## src/rtl/sli_pkg.sv

```systemverilog
package sli_pkg;
  localparam int          ADDR_W           = 12;
  localparam int          DATA_W           = 8;
  localparam int          LIMIT_W          = 8;
  localparam logic [11:0] OFS_DISP_LANES   = 12'h46d;
  localparam logic [11:0] OFS_INV_LANES    = 12'h46e;
  localparam logic [11:0] OFS_STRAY_LANES  = 12'h46f;
  localparam logic [11:0] OFS_SYMBOL_LOCK  = 12'h470;
  localparam logic [11:0] OFS_FRAME_LOCK   = 12'h471;
  localparam logic [11:0] OFS_CHECKSUM     = 12'h472;
  localparam logic [11:0] OFS_ALIGN_STATUS = 12'h473;
  localparam logic [11:0] OFS_OCTETS       = 12'h476;
  localparam logic [11:0] OFS_TEST_CTRL    = 12'h477;
  localparam logic [11:0] OFS_MULTIFRAME   = 12'h478;
  localparam logic [11:0] OFS_IRQ_VECTOR   = 12'h47a;
  localparam logic [11:0] OFS_LIMIT        = 12'h47c;
  localparam int          BIT_IRQ_CLEAR    = 7;
  localparam int          BIT_CNT_CLEAR    = 5;
  localparam int          LANE_SEL_W       = 3;
  localparam int          BIT_TEST_MODE    = 7;
  localparam int          BIT_THRESH_EN    = 3;
  localparam int          VEC_DISP         = 7;
  localparam int          VEC_INV          = 6;
  localparam int          VEC_STRAY        = 5;
  localparam int          VEC_ALIGN        = 3;
  localparam int          VEC_CHECKSUM     = 2;
  localparam int          VEC_FRAME        = 1;
  localparam int          VEC_SYMBOL       = 0;
  localparam logic [7:0]  TEST_CTRL_MASK   = 8'h88;
  localparam logic [7:0]  RST_OCTETS       = 8'h01;
  localparam logic [7:0]  RST_TEST_CTRL    = 8'h00;
  localparam logic [7:0]  RST_MULTIFRAME   = 8'h01;
  localparam logic [7:0]  RST_ENABLE       = 8'h00;
  localparam logic [7:0]  RST_LIMIT        = 8'hff;
  localparam int          NUM_CLASSES      = 3;
  typedef enum logic [1:0] {CLS_DISP = 2'h0, CLS_INV = 2'h1, CLS_STRAY = 2'h2} sli_cls_e;
endpackage

```

## src/rtl/sli_cnt_if.sv

```systemverilog
`timescale 1ns/10ps
interface sli_cnt_if #(
  parameter int N = 24
);
  logic [N-1:0]             eventPulse;
  logic [N-1:0]             clearCount;
  logic [N-1:0]             reached;
  logic [sli_pkg::LIMIT_W-1:0] limit;
  modport ctrl (output eventPulse, output clearCount, output limit, input reached);
  modport cnt  (input eventPulse, input clearCount, input limit, output reached);
endinterface

```

## src/rtl/sli_err_counters.sv

```systemverilog
`timescale 1ns/10ps
module sli_err_counters #(
  parameter int N = 24
) (
  input wire logic  sys_clk,
  input wire logic  rst,
  sli_cnt_if.cnt    cntIf
);
  import sli_pkg::*;

  generate
    if (N < 1) begin : g_bad
      $error("sli_err_counters needs at least one counter");
    end
  endgenerate

  genvar i;
  generate
    for (i = 0; i < N; i++) begin : g_cnt
      logic [LIMIT_W-1:0] count_q;
      // Counter holds at the limit so a long error burst cannot wrap past it
      always_ff @(posedge sys_clk) begin
        if (rst || cntIf.clearCount[i]) begin
          count_q <= '0;
        end else if (cntIf.eventPulse[i] && (count_q < cntIf.limit)) begin
          count_q <= count_q + 8'h01;
        end
      end
      assign cntIf.reached[i] = (count_q >= cntIf.limit);
    end
  endgenerate
endmodule

```

## src/rtl/sli_link_status.sv

```systemverilog
`timescale 1ns/10ps
module sli_link_status #(
  parameter int NUM_LANES = 8
) (
  input  wire logic                            sys_clk,
  input  wire logic                            rst,
  input  wire logic                            regWrEn,
  input  wire logic                            regRdEn,
  input  wire logic [sli_pkg::ADDR_W-1:0]      regAddr,
  input  wire logic [sli_pkg::DATA_W-1:0]      regWrData,
  output logic      [sli_pkg::DATA_W-1:0]      regRdData,
  input  wire logic [NUM_LANES-1:0]            disparityErr,
  input  wire logic [NUM_LANES-1:0]            invalidSymbolErr,
  input  wire logic [NUM_LANES-1:0]            strayControlErr,
  input  wire logic [NUM_LANES-1:0]            symbolLock,
  input  wire logic [NUM_LANES-1:0]            frameLock,
  input  wire logic [NUM_LANES-1:0]            checksumGood,
  input  wire logic [NUM_LANES-1:0]            alignmentDone,
  output logic      [sli_pkg::DATA_W-1:0]      frameOctetCount,
  output logic                                 alignmentTestMode,
  output logic                                 thresholdMaskEnable,
  output logic      [sli_pkg::DATA_W-1:0]      alignmentMultiframesDiv4,
  output logic                                 irq_n,
  output logic                                 syncRequestOutA_n,
  output logic                                 syncRequestOutB_n
);
  import sli_pkg::*;

  localparam int NCNT = NUM_CLASSES * NUM_LANES;
  localparam int HALF = NUM_LANES / 2;

  generate
    if (NUM_LANES < 2 || NUM_LANES > 8) begin : g_bad
      $error("NUM_LANES must lie between 2 and 8");
    end
  endgenerate

  logic [DATA_W-1:0]    octets_q;
  logic [DATA_W-1:0]    testCtrl_q;
  logic [DATA_W-1:0]    multiframe_q;
  logic [DATA_W-1:0]    enable_q;
  logic [LIMIT_W-1:0]   limit_q;
  logic [NUM_LANES-1:0] alignStatus_q;
  logic [NCNT-1:0]      reachedLatch_q;
  logic [3:0]           syncFail_q;
  logic [DATA_W-1:0]    vector;
  logic [DATA_W-1:0]    rdMux;
  logic [3:0]           syncFailNow;
  logic [3:0]           syncClearWr;
  logic [NUM_LANES-1:0] syncLostLane;
  logic                 irq_q;
  logic                 syncA_q;
  logic                 syncB_q;

  wire wrHit = regWrEn;
  wire [LANE_SEL_W-1:0] laneSel = regWrData[LANE_SEL_W-1:0];

  sli_cnt_if #(.N(NCNT)) cntIf ();

  sli_err_counters #(.N(NCNT)) u_counters (
    .sys_clk (sys_clk),
    .rst     (rst),
    .cntIf   (cntIf)
  );

  assign cntIf.limit = limit_q;
  assign cntIf.eventPulse = {strayControlErr, invalidSymbolErr, disparityErr};

  // Per class lane write: bit7 clears the lane latch, bit5 restarts its counter
  genvar c, l;
  generate
    for (c = 0; c < NUM_CLASSES; c++) begin : g_cls
      for (l = 0; l < NUM_LANES; l++) begin : g_lane
        localparam int IDX = c * NUM_LANES + l;
        wire laneWr = wrHit && (regAddr == OFS_DISP_LANES + 12'(c)) && (laneSel == LANE_SEL_W'(l));
        assign cntIf.clearCount[IDX] = laneWr && regWrData[BIT_CNT_CLEAR];
        // Set wins over clear so a limit hit in the clear cycle is kept
        always_ff @(posedge sys_clk) begin
          if (rst) begin
            reachedLatch_q[IDX] <= 1'b0;
          end else if (cntIf.reached[IDX]) begin
            reachedLatch_q[IDX] <= 1'b1;
          end else if (laneWr && regWrData[BIT_IRQ_CLEAR]) begin
            reachedLatch_q[IDX] <= 1'b0;
          end
        end
      end
    end
  endgenerate

  // Alignment status is registered each cycle, so reads, flag and sync request see the lane input one cycle late
  always_ff @(posedge sys_clk) begin
    if (rst) begin
      alignStatus_q <= '0;
    end else begin
      alignStatus_q <= alignmentDone;
    end
  end

  assign syncFailNow[VEC_ALIGN]    = ~&alignStatus_q;
  assign syncFailNow[VEC_CHECKSUM] = ~&checksumGood;
  assign syncFailNow[VEC_FRAME]    = ~&frameLock;
  assign syncFailNow[VEC_SYMBOL]   = ~&symbolLock;

  genvar s;
  generate
    for (s = 0; s < 4; s++) begin : g_sync
      assign syncClearWr[s] = wrHit && regWrData[BIT_IRQ_CLEAR] && (regAddr == OFS_SYMBOL_LOCK + 12'(s));
      always_ff @(posedge sys_clk) begin
        if (rst) begin
          syncFail_q[s] <= 1'b0;
        end else if (syncFailNow[s]) begin
          syncFail_q[s] <= 1'b1;
        end else if (syncClearWr[s]) begin
          syncFail_q[s] <= 1'b0;
        end
      end
    end
  endgenerate

  always_comb begin
    vector               = '0;
    vector[VEC_DISP]     = |reachedLatch_q[NUM_LANES-1:0];
    vector[VEC_INV]      = |reachedLatch_q[2*NUM_LANES-1:NUM_LANES];
    vector[VEC_STRAY]    = |reachedLatch_q[3*NUM_LANES-1:2*NUM_LANES];
    vector[VEC_ALIGN]    = syncFail_q[VEC_ALIGN];
    vector[VEC_CHECKSUM] = syncFail_q[VEC_CHECKSUM];
    vector[VEC_FRAME]    = syncFail_q[VEC_FRAME];
    vector[VEC_SYMBOL]   = syncFail_q[VEC_SYMBOL];
  end

  // Configuration registers
  always_ff @(posedge sys_clk) begin
    if (rst) begin
      octets_q     <= RST_OCTETS;
      testCtrl_q   <= RST_TEST_CTRL;
      multiframe_q <= RST_MULTIFRAME;
      enable_q     <= RST_ENABLE;
      limit_q      <= RST_LIMIT;
    end else if (wrHit) begin
      case (regAddr)
        OFS_OCTETS:     octets_q   <= regWrData;
        OFS_TEST_CTRL:  testCtrl_q <= regWrData & TEST_CTRL_MASK;
        OFS_MULTIFRAME: begin
          // A zero count would leave the alignment sequence empty
          if (regWrData != 8'h00) begin
            multiframe_q <= regWrData;
          end
        end
        OFS_IRQ_VECTOR: enable_q   <= regWrData & 8'hef;
        OFS_LIMIT:      limit_q    <= regWrData;
        default:        ;
      endcase
    end
  end

  assign frameOctetCount          = octets_q;
  assign alignmentTestMode        = testCtrl_q[BIT_TEST_MODE];
  assign thresholdMaskEnable      = testCtrl_q[BIT_THRESH_EN];
  assign alignmentMultiframesDiv4 = multiframe_q;

  // Read data; the enable register is write only, so that offset returns the flags
  always_comb begin
    rdMux = '0;
    case (regAddr)
      OFS_DISP_LANES:   rdMux[NUM_LANES-1:0] = reachedLatch_q[NUM_LANES-1:0];
      OFS_INV_LANES:    rdMux[NUM_LANES-1:0] = reachedLatch_q[2*NUM_LANES-1:NUM_LANES];
      OFS_STRAY_LANES:  rdMux[NUM_LANES-1:0] = reachedLatch_q[3*NUM_LANES-1:2*NUM_LANES];
      OFS_SYMBOL_LOCK:  rdMux[NUM_LANES-1:0] = symbolLock;
      OFS_FRAME_LOCK:   rdMux[NUM_LANES-1:0] = frameLock;
      OFS_CHECKSUM:     rdMux[NUM_LANES-1:0] = checksumGood;
      OFS_ALIGN_STATUS: rdMux[NUM_LANES-1:0] = alignStatus_q;
      OFS_OCTETS:       rdMux = octets_q;
      OFS_TEST_CTRL:    rdMux = testCtrl_q;
      OFS_MULTIFRAME:   rdMux = multiframe_q;
      OFS_IRQ_VECTOR:   rdMux = vector;
      OFS_LIMIT:        rdMux = limit_q;
      default:          rdMux = '0;
    endcase
  end

  always_ff @(posedge sys_clk) begin
    if (rst) begin
      regRdData <= '0;
    end else if (regRdEn) begin
      regRdData <= rdMux;
    end
  end

  // Interrupt pin: level, low while any enabled flag stands
  always_ff @(posedge sys_clk) begin
    if (rst) begin
      irq_q <= 1'b0;
    end else begin
      irq_q <= |(vector & enable_q);
    end
  end
  assign irq_n = ~irq_q;

  // Sync request: lower half of the lanes on output A, upper half on B
  assign syncLostLane = ~alignStatus_q | ~symbolLock;
  always_ff @(posedge sys_clk) begin
    if (rst) begin
      syncA_q <= 1'b0;
      syncB_q <= 1'b0;
    end else begin
      syncA_q <= |syncLostLane[HALF-1:0];
      syncB_q <= |syncLostLane[NUM_LANES-1:HALF];
    end
  end
  assign syncRequestOutA_n = ~syncA_q;
  assign syncRequestOutB_n = ~syncB_q;

  a_disp_irq_low: assert property (@(posedge sys_clk) disable iff (rst)
    enable_q[VEC_DISP] && |cntIf.reached[NUM_LANES-1:0] |-> ##[1:2] !irq_n)
    else $error("disparity limit did not pull interrupt low");
  a_inv_irq_low: assert property (@(posedge sys_clk) disable iff (rst)
    enable_q[VEC_INV] && vector[VEC_INV] |=> !irq_n)
    else $error("invalid symbol flag did not pull interrupt low");
  a_stray_irq_low: assert property (@(posedge sys_clk) disable iff (rst)
    enable_q[VEC_STRAY] && |cntIf.reached[3*NUM_LANES-1:2*NUM_LANES] |-> ##2 !irq_n)
    else $error("stray control limit did not pull interrupt low");
  a_align_irq_low: assert property (@(posedge sys_clk) disable iff (rst)
    enable_q[VEC_ALIGN] && !(&alignmentDone) |-> ##[2:3] !irq_n)
    else $error("alignment failure did not pull interrupt low");
  a_checksum_irq_low: assert property (@(posedge sys_clk) disable iff (rst)
    enable_q[VEC_CHECKSUM] && !(&checksumGood) |-> ##2 !irq_n)
    else $error("bad checksum did not pull interrupt low");
  a_frame_irq_low: assert property (@(posedge sys_clk) disable iff (rst)
    enable_q[VEC_FRAME] && !(&frameLock) |-> ##2 !irq_n)
    else $error("frame lock loss did not pull interrupt low");
  a_symbol_irq_low: assert property (@(posedge sys_clk) disable iff (rst)
    enable_q[VEC_SYMBOL] && !(&symbolLock) |-> ##2 !irq_n)
    else $error("symbol lock loss did not pull interrupt low");
  a_irq_release_high: assert property (@(posedge sys_clk) disable iff (rst)
    (vector & enable_q) == 8'h00 |=> irq_n)
    else $error("interrupt stayed low with no enabled flag");
  a_align_clear_works: assert property (@(posedge sys_clk) disable iff (rst)
    syncClearWr[VEC_ALIGN] && &alignStatus_q |=> !vector[VEC_ALIGN])
    else $error("alignment flag not cleared by bit 7 write");
  a_zero_count_kept: assert property (@(posedge sys_clk) disable iff (rst)
    regWrEn && regAddr == OFS_MULTIFRAME && regWrData == 8'h00 |=> $stable(alignmentMultiframesDiv4))
    else $error("zero multiframe count was accepted");
  a_align_sync_req: assert property (@(posedge sys_clk) disable iff (rst)
    !alignmentDone[0] |-> ##2 !syncRequestOutA_n)
    else $error("alignment loss gave no sync request");
  a_disp_flag_set: assert property (@(posedge sys_clk) disable iff (rst)
    |cntIf.reached[NUM_LANES-1:0] |=> vector[VEC_DISP] [*2])
    else $error("disparity flag missing after limit reached");
  a_inv_flag_set: assert property (@(posedge sys_clk) disable iff (rst)
    $rose(|cntIf.reached[2*NUM_LANES-1:NUM_LANES]) |=> vector[VEC_INV])
    else $error("invalid symbol flag missing after limit reached");
  a_limit_reset: assert property (@(posedge sys_clk) $fell(rst) |-> limit_q == RST_LIMIT)
    else $error("limit not at all ones after reset");
  a_vector_sync: assert property (@(posedge sys_clk) disable iff (rst)
    !(&frameLock) |=> vector[VEC_FRAME])
    else $error("frame sync flag missing");
  a_test_mode_out: assert property (@(posedge sys_clk) disable iff (rst)
    regWrEn && regAddr == OFS_TEST_CTRL |=> alignmentTestMode == $past(regWrData[BIT_TEST_MODE]))
    else $error("test mode output does not follow the control bit");
  a_octets_out: assert property (@(posedge sys_clk) $fell(rst) |-> frameOctetCount == RST_OCTETS)
    else $error("octets per frame not one after reset");
  a_upper_sync_req: assert property (@(posedge sys_clk) disable iff (rst)
    !alignmentDone[HALF] |-> ##2 !syncRequestOutB_n)
    else $error("upper lane alignment loss gave no sync request");
  a_symbol_sync_req: assert property (@(posedge sys_clk) disable iff (rst)
    !symbolLock[HALF] |=> !syncRequestOutB_n)
    else $error("symbol lock loss gave no sync request");
  a_stray_flag_set: assert property (@(posedge sys_clk) disable iff (rst)
    |cntIf.reached[3*NUM_LANES-1:2*NUM_LANES] |=> vector[VEC_STRAY])
    else $error("stray control flag missing after limit reached");
  a_checksum_flag_set: assert property (@(posedge sys_clk) disable iff (rst)
    !(&checksumGood) |=> vector[VEC_CHECKSUM])
    else $error("checksum flag missing");
  a_symbol_flag_set: assert property (@(posedge sys_clk) disable iff (rst)
    !(&symbolLock) |=> vector[VEC_SYMBOL])
    else $error("symbol lock flag missing");
  a_align_flag_set: assert property (@(posedge sys_clk) disable iff (rst)
    !(&alignStatus_q) |=> vector[VEC_ALIGN])
    else $error("alignment flag missing");

  c_irq_low: cover property (@(posedge sys_clk) disable iff (rst) $fell(irq_n));
  c_irq_cleared: cover property (@(posedge sys_clk) disable iff (rst) $rose(irq_n));
  c_sync_req_b: cover property (@(posedge sys_clk) disable iff (rst) !syncRequestOutB_n ##1 syncRequestOutB_n);
  c_sync_req_a: cover property (@(posedge sys_clk) disable iff (rst) $fell(syncRequestOutA_n));
  c_zero_refused: cover property (@(posedge sys_clk) disable iff (rst)
    regWrEn && regAddr == OFS_MULTIFRAME && regWrData == 8'h00);
endmodule

```

## config.mk

```make
export PLATFORM = sky130hd
export DESIGN_NAME = sli_link_status
export DESIGN_NICKNAME = d
export VERILOG_FILES = /design/src/rtl/sli_pkg.sv /design/src/rtl/sli_cnt_if.sv /design/src/rtl/sli_err_counters.sv /design/src/rtl/sli_link_status.sv
export SDC_FILE = /design/constraint.sdc
export NUM_CORES = 1
export LEC_CHECK = 0
export ABC_AREA = 0
export BUFFER_PORTS_ARGS = -buffer_cell sky130_fd_sc_hd__buf_2
export CORE_MARGIN = 5
export CORE_UTILIZATION = 30
export DETAILED_ROUTE_END_ITERATION = 7
export REMOVE_ABC_BUFFERS = 1
export SETUP_SLACK_MARGIN = 0.05
export SLEW_MARGIN = 10
export SYNTH_ARGS = -nofsm -noshare
export SYNTH_HDL_FRONTEND = slang
export SYNTH_SLANG_ARGS = --single-unit
```

## constraint.sdc

```tcl
create_clock -name sys_clk -period 2.4 [get_ports sys_clk]
set_input_delay 0.36 -clock sys_clk [delete_from_list [all_inputs] [get_ports sys_clk]]
set_output_delay 0.36 -clock sys_clk [all_outputs]
set_load 0.03 [all_outputs]
```

-- Yosys cells after proc, flatten, opt, wreduce, memory -nomap -nowiden
Cells that the tools add are included.
- register bits: 272
- input bits: 80
- output and inout bits: 29
- word-level logic and storage cells: 390
- add/sub/neg operators: 24
- order comparisons: 48
- eq/ne operators: 23
- mux-type cells: 57
- bitwise logic cells: 7
- reductions and logical operators: 169
- operator list (kind ; count):
    8-bit by 1-bit adder with 8-bit output, second input constant ; 24
    8-bit >= comparator ; 24
    8-bit < comparator ; 24
    12-bit by 11-bit == test with 1-bit output, second input constant ; 12
    1-bit logical AND ; 104
    8-bit one-hot mux with 12 select lines ; 1
    1-bit 2-to-1 mux ; 56
    2-bit nonzero test ; 24
    8-bit AND reduction ; 4
    8-bit OR reduction ; 4
    1-bit logical OR ; 24
    8-bit inverter ; 2
    3-bit == test, second input constant ; 4
    8-bit AND ; 1
    2-bit != test, second input constant ; 4
    8-bit OR ; 1
    2-bit AND reduction ; 4
    8-bit nonzero test ; 1
    4-bit OR reduction ; 2
    3-bit by 2-bit == test with 1-bit output, second input constant ; 2
    3-bit by 1-bit == test with 1-bit output, second input constant ; 1
    3-bit zero test ; 1
    1-bit inverter ; 3
    3-bit AND reduction ; 1

-- Depth between registers and ports, before layout
Gate-level depths: netlist of run 1.
- depth after elaboration: 6
- gate-level depth with buffers: 9
- depth with buffers taken out: 8

-- By module
From an unflattened synthesis of run 1, not the netlist that was laid out.
- cell total of the unflattened synthesis: 2199
- area, all modules: 17833.4 µm²
- modules (own cells, without submodules) (module ; times used ; cells each ; area each (µm²) ; sequential area each (µm²)):
    sli_err_counters ; 1 ; 1684 ; 13666.9 ; 3843.7
    sli_link_status ; 1 ; 515 ; 4166.5 ; 1601.5

-- Least setup slack after synthesis of run 1
OpenSTA, ideal clock, no wires.
- path type: register to register
- start: register limit_q[1], in the netlist cntIf.limit[1]
- end: register u_counters.g_cnt[11].count_q[5]
- setup time: 70 ps
- arrival: 2518 ps
- setup slack: -188 ps
- stages on the path, launching flop included: 9
- cell sequence: dfxtp_1 -> inv_1 -> ha_1 -> nor2b_1 -> o211ai_1 -> a21oi_1 -> or2_2 -> or4_1 -> a21oi_1
- word-level cells in the longest chain between the ends: 2
- RTL lines (what ; RTL line ; text):
    from (decl) ; sli_link_status.sv:42 ; logic [LIMIT_W-1:0] limit_q;
    from (signal assigned) ; sli_link_status.sv:151 ; OFS_LIMIT: limit_q <= regWrData;
    8-bit < comparator ; sli_err_counters.sv:25 ; end else if (cntIf.eventPulse[i] && (count_q < cntIf.limit)) begin
    1-bit logical AND ; sli_err_counters.sv:25 ;
    to (signal assigned) ; sli_err_counters.sv:26 ; count_q <= count_q + 8'h01;
    to (decl) ; sli_err_counters.sv:20 ; logic [LIMIT_W-1:0] count_q;
No other way between the ends.
A chain may end at the register's enable or synchronous reset.

-- Worst setup path in the final report of run 1
- start: register limit_q[1], in the netlist cntIf.limit[1]
- end: register reachedLatch_q[20]
- word-level cells in the longest chain between the ends: 2
- elaborated cells on any way between the ends: 3
- those cells by class: 1 x order compare; 1 x mux; 1 x reduce/logical
- RTL lines (what ; RTL line ; text):
    8-bit >= comparator (*) ; sli_err_counters.sv:29 ; assign cntIf.reached[i] = (count_q >= cntIf.limit);
    1-bit 2-to-1 mux or 2-bit nonzero test (tied branches) ; n/a ;
    to (signal, indexed assignment) ; sli_link_status.sv:80 ; reachedLatch_q[IDX] <= 1'b0;
    to (signal, indexed assignment) ; sli_link_status.sv:82 ; reachedLatch_q[IDX] <= 1'b1;
    to (signal, indexed assignment) ; sli_link_status.sv:84 ; reachedLatch_q[IDX] <= 1'b0;
    to (decl) ; sli_link_status.sv:44 ; logic [NCNT-1:0] reachedLatch_q;
Every way passes the cells marked *; elsewhere a longest branch is shown, timed or not.

==> qor.yml, run 1 <==
run_status:
  status: "completed"
floorplan:
  die_x_um: 246.2
  io_pins: 109
  die_h_um: 246.2
  die_area_um2: 60600
  initial_core_util_pct: 30.31
  core_area_um2: 55200
  rows: 86
finish:
  num-fill-cells: 5602
  stdcell_count: 2950
  diodes: 0
  final_nets: 2476
  area_growth_syn_to_layout_pct: 22.52
  layout-drive-gt1-share_pct: 17.21
pwr:
  p_leak_nw: 7.956
  power_density_nw_per_um2: 518.2
  p_total_mw: 10.62
  irDropWorstVdd_mv: 0.3716
global_routing:
  overflow: 0
  grt_use_total_pct: 17.09
  antenna_found_initial: 3
  grt_pass1_vias: 15370
  grt_start_max_net_pins: 58
  grt_pass1_wl_um: 84070
drt:
  wl_um: 54170
  vias_per_cell: 5.388
  drt-pass1-iter-count: 6
  drc: 0
  ant_nets: 0
  num_vias: 15890
  wl_per_cell_um: 18.36
  drt_iter0_markers: 1031
critical_path:
  path_class: "reg2reg"
  cp_top_family: "buffers and inverters"
  cp_num_buf_inv: 9
  crit_fanout: 11
  required_ns: 2.88
  crit_chain: "inv_2 -> buf_12 -> ha_4 -> nor2b_1 -> o211ai_1 -> buf_4 -> buf_4 -> buf_4 -> buf_4 -> buf_4 -> buf_4 -> buf_4 -> a31oi_4 -> nor2_4 -> a21oi_2"
  worstPathArrival_ns: 2.81
  crit_path_max_incr_delay_ns: 0.33
  critical_path.slowest_cell: "dfxtp_2"
  cp-end-kind: "flip-flop"
  critPathLaunchType: "flip-flop"
  worst_path_most_repeated_cell: "buf_4"
synthesis:
  synth.avg_cell_area_um2: 8.529
  yosysMostFrequentCell: "dfxtp_1"
  synth_mux_area_share_pct: 2.146
  yosysTopAreaCellShare_pct: 32.54
  synth_fa_ha_area_share_pct: 16.15
  synth_top_cell_by_area: "dfxtp_1"
  synthTopCellsByArea: "dfxtp_1 (33%), ha_1 (16%), xnor2_1 (8.4%)"
  synth-edff-count: 0
  yosysUniqueCellTypes: 64
  synthTopCellsByCount: "dfxtp_1 (272), nor2_1 (252), ha_1 (216)"
  yosys_most_used_dff: "dfxtp_1"
  synthSimpleGateAreaFrac_pct: 24.70
  ys_async_sr_fraction_pct: 0
  synth_top_family_by_area: "simple AND/OR/NAND/NOR gates"
  synth-compound-area-share_pct: 14.18
  ys_seq_elements: 272
  netlist_instances: 1962
  synth_xor_area_share_pct: 8.427
  netlist_area_um2: 16730
  synth_seq_area_share_pct: 32.54
  ys_warn_count: 0
sta:
  whs_ns: 0.04721
  worstMarginPinSlew_ns: 0.7264
  slew_viol_final: 0
  max_slew_margin_pct: 51.36
  finalSetupViolCount: 0
  period_minus_slack_ns: 2.324
  rsz0062_at_grt: "yes"
  post-route-period-util_pct: 96.84
  fmax_ghz: 0.4303
  hold_viol: 0
  skew_ns: 0.01725
cts:
  worstSkewPairLatency_ns: 0.55
  cts_buffer_depth: 3
  htree_num_levels: 2
  cts_made_buffers: 35
  clk_pin_slew_ns: 0.06
  cts_tree: "done"
  clock-sinks: 272
  cts_root_buf: "clkbuf_16"
  hold_buffers: 0
placement:
  gp_congestion: 0.9378
  place_inst: 2878
  hpwlAfterDp_um: 40740
  numPortBuffers: 108
job:
  cap_violations: 0
hold_path:
  hp-class: "in2reg"
[sequential cells by signal (all words and copies together), names as in the netlist, 2 cells and up]
name	cells
cntIf.limit	8
frameOctetCount	8
enable_q	7
syncFail_q	4
alignStatus_q	8
alignmentMultiframesDiv4	8
reachedLatch_q	24
u_counters.g_cnt.count_q	192
testCtrl_q	2
regRdData	8
[report_power, final]
part | internal (mW) | switching, mW | leakage, nW
clock network | 3.04 | 2.05 | 0.538
registers | 4.61 | 0.120 | 2.20
logic | 0.324 | 0.477 | 5.21
total | 7.98 | 2.65 | 7.96
[routing by layer]
metal  vias up  part of all wire, %  GRT usage (%)
met3        90                  5.9          3.135
met1      7665                   45          22.50
met5         -                0.050              0
met4         4                  2.8          5.366
met2       444                   46          28.49
li1       7691                    -              -
[area by class of cell]
| cell class | instances | area [um^2] | share of cell area (%) |
|---|---|---|---|
| Clock buffer | 51 | 1016 | 4.955 |
| Tap cell | 748 | 935.9 | 4.565 |
| Clock inverter | 8 | 78.83 | 0.3845 |
| Timing Repair Buffer | 218 | 1495 | 7.293 |
| Sequential cell | 272 | 5446 | 26.57 |
| Multi-Input combinational cell | 1613 | 11380 | 55.50 |
| Inverter | 40 | 150.1 | 0.7323 |
[timing repair]
| action | 4_1_cts | 5_1_grt |
|---|---|---|
| endpoints found under the hold margin | 0 | 0 |
| resized for setup | 1 | 81 |
| pin swaps | 2 | 19 |
| setup endpoints to repair | 9 | 106 |
| setup buffers | 7 | 6 |
[final timing paths]
check	from	end	slack, ns	cells past startpoint
max reg2reg	cntIf.limit[1]	reachedLatch_q[20]	0.08	15
min	alignmentDone[5]	alignStatus_q[5]	0.05	2
max	cntIf.limit[1]	reachedLatch_q[20]	0.08	15
min reg2reg	enable_q[5]	enable_q[5]	0.46	2
[placed cells by master, fill, tap and decap left out, types with 14 or more instances in the layout]
master | Yosys | final
nor3b_1 | 27 | 21
o211ai_1 | 44 | 44
nor2_1 | 252 | 249
inv_1 | 39 | 36
nor4_2 | 1 | 14
ha_1 | 216 | 212
dfxtp_1 | 272 | 271
nand4_1 | 93 | 93
nor3_1 | 51 | 48
nand3_1 | 75 | 75
nor2b_1 | 40 | 40
xnor2_1 | 160 | 160
o21ai_0 | 65 | 65
nor4_1 | 54 | 41
buf_4 | 2 | 99
a31oi_1 | 27 | 26
a21oi_2 | 0 | 24
mux2i_1 | 28 | 28
buf_2 | 6 | 108
clkbuf_16 | 0 | 35
a21o_1 | 16 | 16
nand2_1 | 148 | 147
a21oi_1 | 157 | 133
[logic make-up after synthesis]
logic type	after synthesis
and+or+nand+nor	818
muxes	34
adders and majority gates	216
buffers and inverters	77
AOI/OAI and AO/OA	384
DFF	272
xor gates and xnor gates	161
[through the flow]
step | setup TNS [ns] | cell area (um^2) | setup WS, ns | util [%]
floorplan | -1.019 | 16570 | -0.1876 | -
global route | -0.006101 | 20500 | -0.006101 | 37.14
detailed placement | -0.08470 | 18900 | -0.06259 | 34.24
CTS | 0 | 20050 | 0.05369 | 36.32
global placement | -0.1842 | 18900 | -0.1169 | 34.24
finish | 0 | 20500 | 0.07578 | 37.14
No activity file was read; power rests on OpenSTA's default activity.
==> run 2: changes to the inputs <==
- CAP_MARGIN: unset -> 15
- CTS_BUF_LIST: unset -> sky130_fd_sc_hd__clkbuf_8
==> qor.yml, run 2 (synthesis results as in run 1) <==
critical_path:
  worstPathArrival_ns: 2.88  # +0.07 ns
  crit_fanout: 9  # -2
  r2r_slack_ns: 0.07  # about the same
  critPathLaunchType: "flip-flop"
  path_class: "reg2reg"
  critical_path.slowest_cell: "or4_1"
  crit_path_max_incr_delay_ns: 0.51  # +0.18 ns
  cp-end-kind: "flip-flop"
  worst_path_most_repeated_cell: "a21oi_1"
  required_ns: 2.96  # +0.08 ns
  crit_chain: "inv_2 -> buf_12 -> ha_4 -> nor2b_1 -> o211ai_1 -> buf_4 -> a21oi_1 -> or2_4 -> or4_1 -> a21oi_1"
finish:
  post-route-util_pct: 37.42  # +0.28 points
  finalInstanceArea_um2: 20660  # +0.76%
  area_growth_syn_to_layout_pct: 23.46
  reg_top3: "u_counters.g_cnt.count_q x192, reachedLatch_q x24"
  layout-drive-gt1-share_pct: 18.97  # +1.8 points
  final_nets: 2504  # +1.1%
  diodes: 0  # unchanged
  largest_register_ffs: 192  # unchanged
  top_register: "u_counters.g_cnt.count_q"
  layout_common_cells: "dfxtp_1 (270), nor2_1 (251), ha_1 (210)"
  final_common_cell: "dfxtp_1"
sta:
  post-route-period-util_pct: 97.03  # +0.19 points
  period_minus_slack_ns: 2.329  # +0.004462 ns
  fin_tns_setup_ns: 0  # unchanged
  max_slew_margin_pct: 50.30  # -1.1 points
  skew_ns: 0.03610  # +0.01884 ns
  fmax_ghz: 0.4294  # -0.19%
  finalSetupViolCount: 0  # unchanged
  worstMarginPinSlew_ns: 0.7422  # +0.01581 ns
  hold_viol: 0  # unchanged
  slew_viol_final: 0  # unchanged
  rsz0062_at_grt: "yes"
  whs_ns: 0.05539  # +0.008182 ns
cts:
  clk_pin_slew_ns: 0.07  # about the same
  htree_num_levels: 2  # unchanged
  cts_buffer_depth: 3  # unchanged
  cts_made_buffers: 51  # +46%
  cts_tree: "done"
  clock-sinks: 272  # unchanged
  cts_root_buf: "clkbuf_8"
  worstSkewPairLatency_ns: 0.65  # +0.10 ns
global_routing:
  grt_use_total_pct: 17.19  # +0.099 points
  grt_pass1_wl_um: 84350  # +0.34%
  grt_start_max_net_pins: 58  # unchanged
  overflow: 0  # unchanged
  antenna_found_initial: 4  # +1
  grt_pass1_vias: 15560  # +1.2%
pwr:
  irDropWorstVdd_mv: 0.3257  # -12%
  p_leak_nw: 8.056  # +1.3%
  power_density_nw_per_um2: 494.3  # -4.6%
floorplan:
  initial_core_util_pct: 30.31  # unchanged
  rows: 86  # unchanged
  die_x_um: 246.2  # unchanged
  core_area_um2: 55200  # unchanged
  die_area_um2: 60600  # unchanged
  io_pins: 109  # unchanged
  die_h_um: 246.2  # unchanged
drt:
  wl_per_cell_um: 18.35  # about the same
  drt_iter0_markers: 1130  # +9.6%
  drc: 0  # unchanged
  drt-pass1-iter-count: 6  # unchanged
  wl_um: 54930  # +1.4%
  ant_nets: 0  # unchanged
  num_vias: 16140  # +1.5%
  vias_per_cell: 5.390  # about the same
run_status:
  status: "completed"
placement:
  hpwlAfterDp_um: 40740  # unchanged
  gp_congestion: 0.9378  # unchanged
  placed_cell_area_um2: 18900  # unchanged
  numPortBuffers: 108  # unchanged
hold_path:
  hp-class: "in2reg"
job:
  cap_violations: 0  # unchanged
-- run 2: final cells by class --
type                            instances  area [um^2]
Sequential cell                       272         5448
Multi-Input combinational cell       1613        11480
Timing Repair Buffer                  230         1609
Inverter                               40        150.1
Tap cell                              748        935.9
Clock buffer                           65        894.6
Clock inverter                         26        143.9
Fill cell                            5625        34540
-- run 2: through the flow --
stage	total power [mW]	std cells	setup WS, ns
4_1_cts	10.34	2986	0.05141
6_report	10.21	2994	0.07132
2_1_floorplan	5.225	1925	-0.1876
3_3_place_gp	5.576	2878	-0.1169
3_5_place_dp	5.608	2878	-0.06259
5_1_grt	10.68	2994	-0.03181
-- run 2: timing repair --
action,CTS,global route
gates resized for setup,2,95
endpoints found under the hold margin,8,0
hold buffers,8,0
endpoints found under the setup margin,3,113
pin swaps,3,16
setup buffers,9,8
-- run 2: routing by layer --
metal,track usage (%),wire [um],up-vias
met4,5.875,1947,6
met1,22.05,24030,7745
li1,-,-,7747
met3,4.578,3952,141
met5,0,47,-
met2,28.06,24960,499
-- run 2: path summary, 6_finish.rpt --
check / start / endpoint / cells past startpoint
max: cntIf.limit[1] / u_counters.g_cnt[20].count_q[6] / 10
min: regWrData[6] / enable_q[6] / 3
max reg2reg: cntIf.limit[1] / u_counters.g_cnt[20].count_q[6] / 10
min reg2reg: enable_q[3] / enable_q[3] / 2
-- run 2: critical path, delay by kind of cell (launching register included) --
| family | cells | cell delay [ns] |
|---|---|---|
| adder cells (fa/ha/maj) | 1 | 0.23 |
| AND/OR/NAND/NOR | 3 | 0.90 |
| AO/OA/AOI/OAI | 3 | 0.45 |
| buffers and inverters | 3 | 0.35 |
| flip-flops | 1 | 0.33 |
-- run 2: power by group --
| group | switching (mW) | internal (mW) | total, mW |
|---|---|---|---|
| clock network | 2.13 | 2.53 | 4.67 |
| logic | 0.481 | 0.332 | 0.813 |
| registers | 0.120 | 4.61 | 4.73 |
| total | 2.73 | 7.48 | 10.2 |
==> run 3: changes to the inputs <==
- CORE_MARGIN: 5 -> 4
- CORE_UTILIZATION: 30 -> 50
- PLACE_DENSITY: unset -> 0.7
- RECOVER_POWER: unset -> 25
==> qor.yml, run 3 (synthesis results as in run 1) <==
sta:
  post-route-period-util_pct: 96.71  # -0.32 points
  skew_ns: 0.04330  # +0.007205 ns
  whs_ns: 0.06762  # +0.01223 ns
  rsz0062_at_grt: "yes"
  finalWorstSetupSlack_ns: 0.07889  # +0.007566 ns
  fin_tns_setup_ns: 0  # unchanged
  max_slew_margin_pct: 48.57  # -1.7 points
  fmax_ghz: 0.4308  # +0.33%
  finalSetupViolCount: 0  # unchanged
  hold_viol: 0  # unchanged
  period_minus_slack_ns: 2.321  # -0.007566 ns
  slew_viol_final: 0  # unchanged
  worstMarginPinSlew_ns: 0.7644  # +0.02221 ns
finish:
  layout-drive-gt1-share_pct: 17.09  # -1.9 points
  stdcell_count: 2685  # -10%
  final_common_cell: "dfxtp_1"
  reg_top3: "u_counters.g_cnt.count_q x192, reachedLatch_q x24"
  final_nets: 2500  # -0.16%
  top_register: "u_counters.g_cnt.count_q"
  area_growth_syn_to_layout_pct: 21.55
  layout_common_cells: "dfxtp_1 (270), nor2_1 (254), ha_1 (213)"
  largest_register_ffs: 192  # unchanged
pwr:
  switchingPower_mw: 2.668  # -2.4%
  p_total_mw: 10.41  # +1.9%
  clock_power_share_pct: 46.4  # +0.7 points
  p_int_mw: 7.738  # +3.4%
  seqPwrFrac_pct: 45.5  # -0.9 points
  combPwrFrac_pct: 8.0  # about the same
  swShare_pct: 25.64  # -1.1 points
  p_leak_nw: 7.976  # -0.99%
  power_density_nw_per_um2: 511.6  # +3.5%
  irDropWorstVdd_mv: 0.5151  # +58%
cts:
  cts_tree: "done"
  cts_buffer_depth: 3  # unchanged
  cts_made_buffers: 49  # -3.9%
  cts_root_buf: "clkbuf_8"
  clock-sinks: 272  # unchanged
  worstSkewPairLatency_ns: 0.62  # -0.03 ns
  clk_pin_slew_ns: 0.07  # about the same
  htree_num_levels: 2  # unchanged
hold_path:
  hp-class: "in2reg"
critical_path:
  critPathLaunchType: "flip-flop"
  worstSetupStartpoint: "cntIf.limit[3]"
  r2r_end: "u_counters.g_cnt[3].count_q[7]"
  ff2ff_path_depth: 8  # -2
  required_ns: 2.91  # -0.05 ns
  crit_fanout: 8  # -1
  worstPathArrival_ns: 2.83  # -0.05 ns
  path_class: "reg2reg"
  cp-end-kind: "flip-flop"
  r2r_start: "cntIf.limit[3]"
  critPathCapture: "u_counters.g_cnt[3].count_q[7]"
  r2r_slack_ns: 0.08  # about the same
placement:
  numPortBuffers: 108  # unchanged
  place_inst: 2570  # -11%
  post-place-ws_ns: 0.006746  # +0.06934 ns
  gp_congestion: 1.031  # +9.9%
  hpwlAfterDp_um: 36870  # -9.5%
drt:
  routed.top_layer: "met4"
  wl_per_cell_um: 19.25  # +4.9%
  met2WireLength_um: 23240  # -6.9%
  ant_nets: 0  # unchanged
  drt_iter0_markers: 1271  # +12%
  wl_met3_um: 3978  # +0.66%
  num_vias: 16050  # -0.55%
  wl_met1_um: 22380  # -6.8%
  drc: 0  # unchanged
  wl_um: 51690  # -5.9%
  drt-pass1-iter-count: 8  # +2
  vias_per_cell: 5.977  # +11%
global_routing:
  grt_pass1_vias: 15300  # -1.7%
  grt_pass1_wl_um: 80950  # -4.0%
  overflow: 0  # unchanged
  grt_use_total_pct: 27.29  # +10 points
  grt_start_max_net_pins: 79  # +36%
  antenna_found_initial: 1  # -3
floorplan:
  die_h_um: 190.9  # -22%
  die_x_um: 190.9  # -22%
  die_area_um2: 36460  # -40%
  io_pins: 109  # unchanged
  core_area_um2: 32780  # -41%
  rows: 66  # -23%
  initial_core_util_pct: 51.04  # +21 points
job:
  cap_violations: 0  # unchanged
run_status:
  status: "completed"
[run 3: cell types whose count changed in the layout (fill, tap and decap cells not counted), sizes merged]
cell,previous run,this run
inv,50,54
bufinv,1,5
clkinvlp,1,4
clkinv,14,7
clkbuf,65,92
buf,222,185
bufbuf,0,1
diode,0,2
[run 3: routing by layer]
metal	track usage, %	up-vias
li1	-	7744
met1	36.32	7555
met2	43.46	619
met3	5.570	131
met4	11.08	0
met5	0	-
[run 3: worst min path at each step]
stage,from,end,cells after the start
finish,frameLock[6],syncFail_q[1],4
global route,regWrData[6],enable_q[6],3
CTS,frameLock[6],syncFail_q[1],4
detailed placement,enable_q[2],enable_q[2],2
global placement,enable_q[7],enable_q[7],2
floorplan,enable_q[6],enable_q[6],2
[run 3: repair_timing]
| action | 4_1_cts | 5_1_grt |
|---|---|---|
| hold buffers | 8 | 0 |
| hold endpoints to repair | 8 | 0 |
| cloned | 1 | 1 |
| buffers inserted | 2 | 13 |
| pin swaps | 2 | 33 |
| setup endpoints to repair | 14 | 142 |
| gates resized for setup | 3 | 101 |
[run 3: power by group through the flow]
stage	clock (mW)	combinational [mW]	sequential, mW
CTS	4.91	0.803	4.73
detailed placement	0	0.789	4.83
global placement	0	0.759	4.83
global route	5.15	0.923	4.75
finish	4.83	0.835	4.74
floorplan	0	0.429	4.80
[run 3: layout make-up]
cell class                 instances  area (um^2)
fill                            2890        12440
antenna                            2        5.005
multi-input combinational       1613        11440
clock buffer                      59        812.0
timing repair inverter             1        7.507
sequential                       272         5450
timing repair buffer             227         1662
clock inverter                    29        260.3
tap                              442        553.0
inverter                          40        153.9
[run 3: worst max-delay path: stages (launching register included)]
cell        delay [ns]
dfxtp_4           0.39
clkinvlp_4        0.21
buf_4             0.25
ha_1              0.34
a21oi_1           0.24
a21oi_2           0.18
nor4_1            0.38
xnor2_1           0.17
nor2_1            0.05
[run 3: stage by stage]
step | util [%] | instance area (um^2)
finish | 62.04 | 20340
global route | 62.03 | 20340
CTS | 60.52 | 19840
detailed placement | 56.75 | 18600
global placement | 56.75 | 18600
floorplan | - | 16570
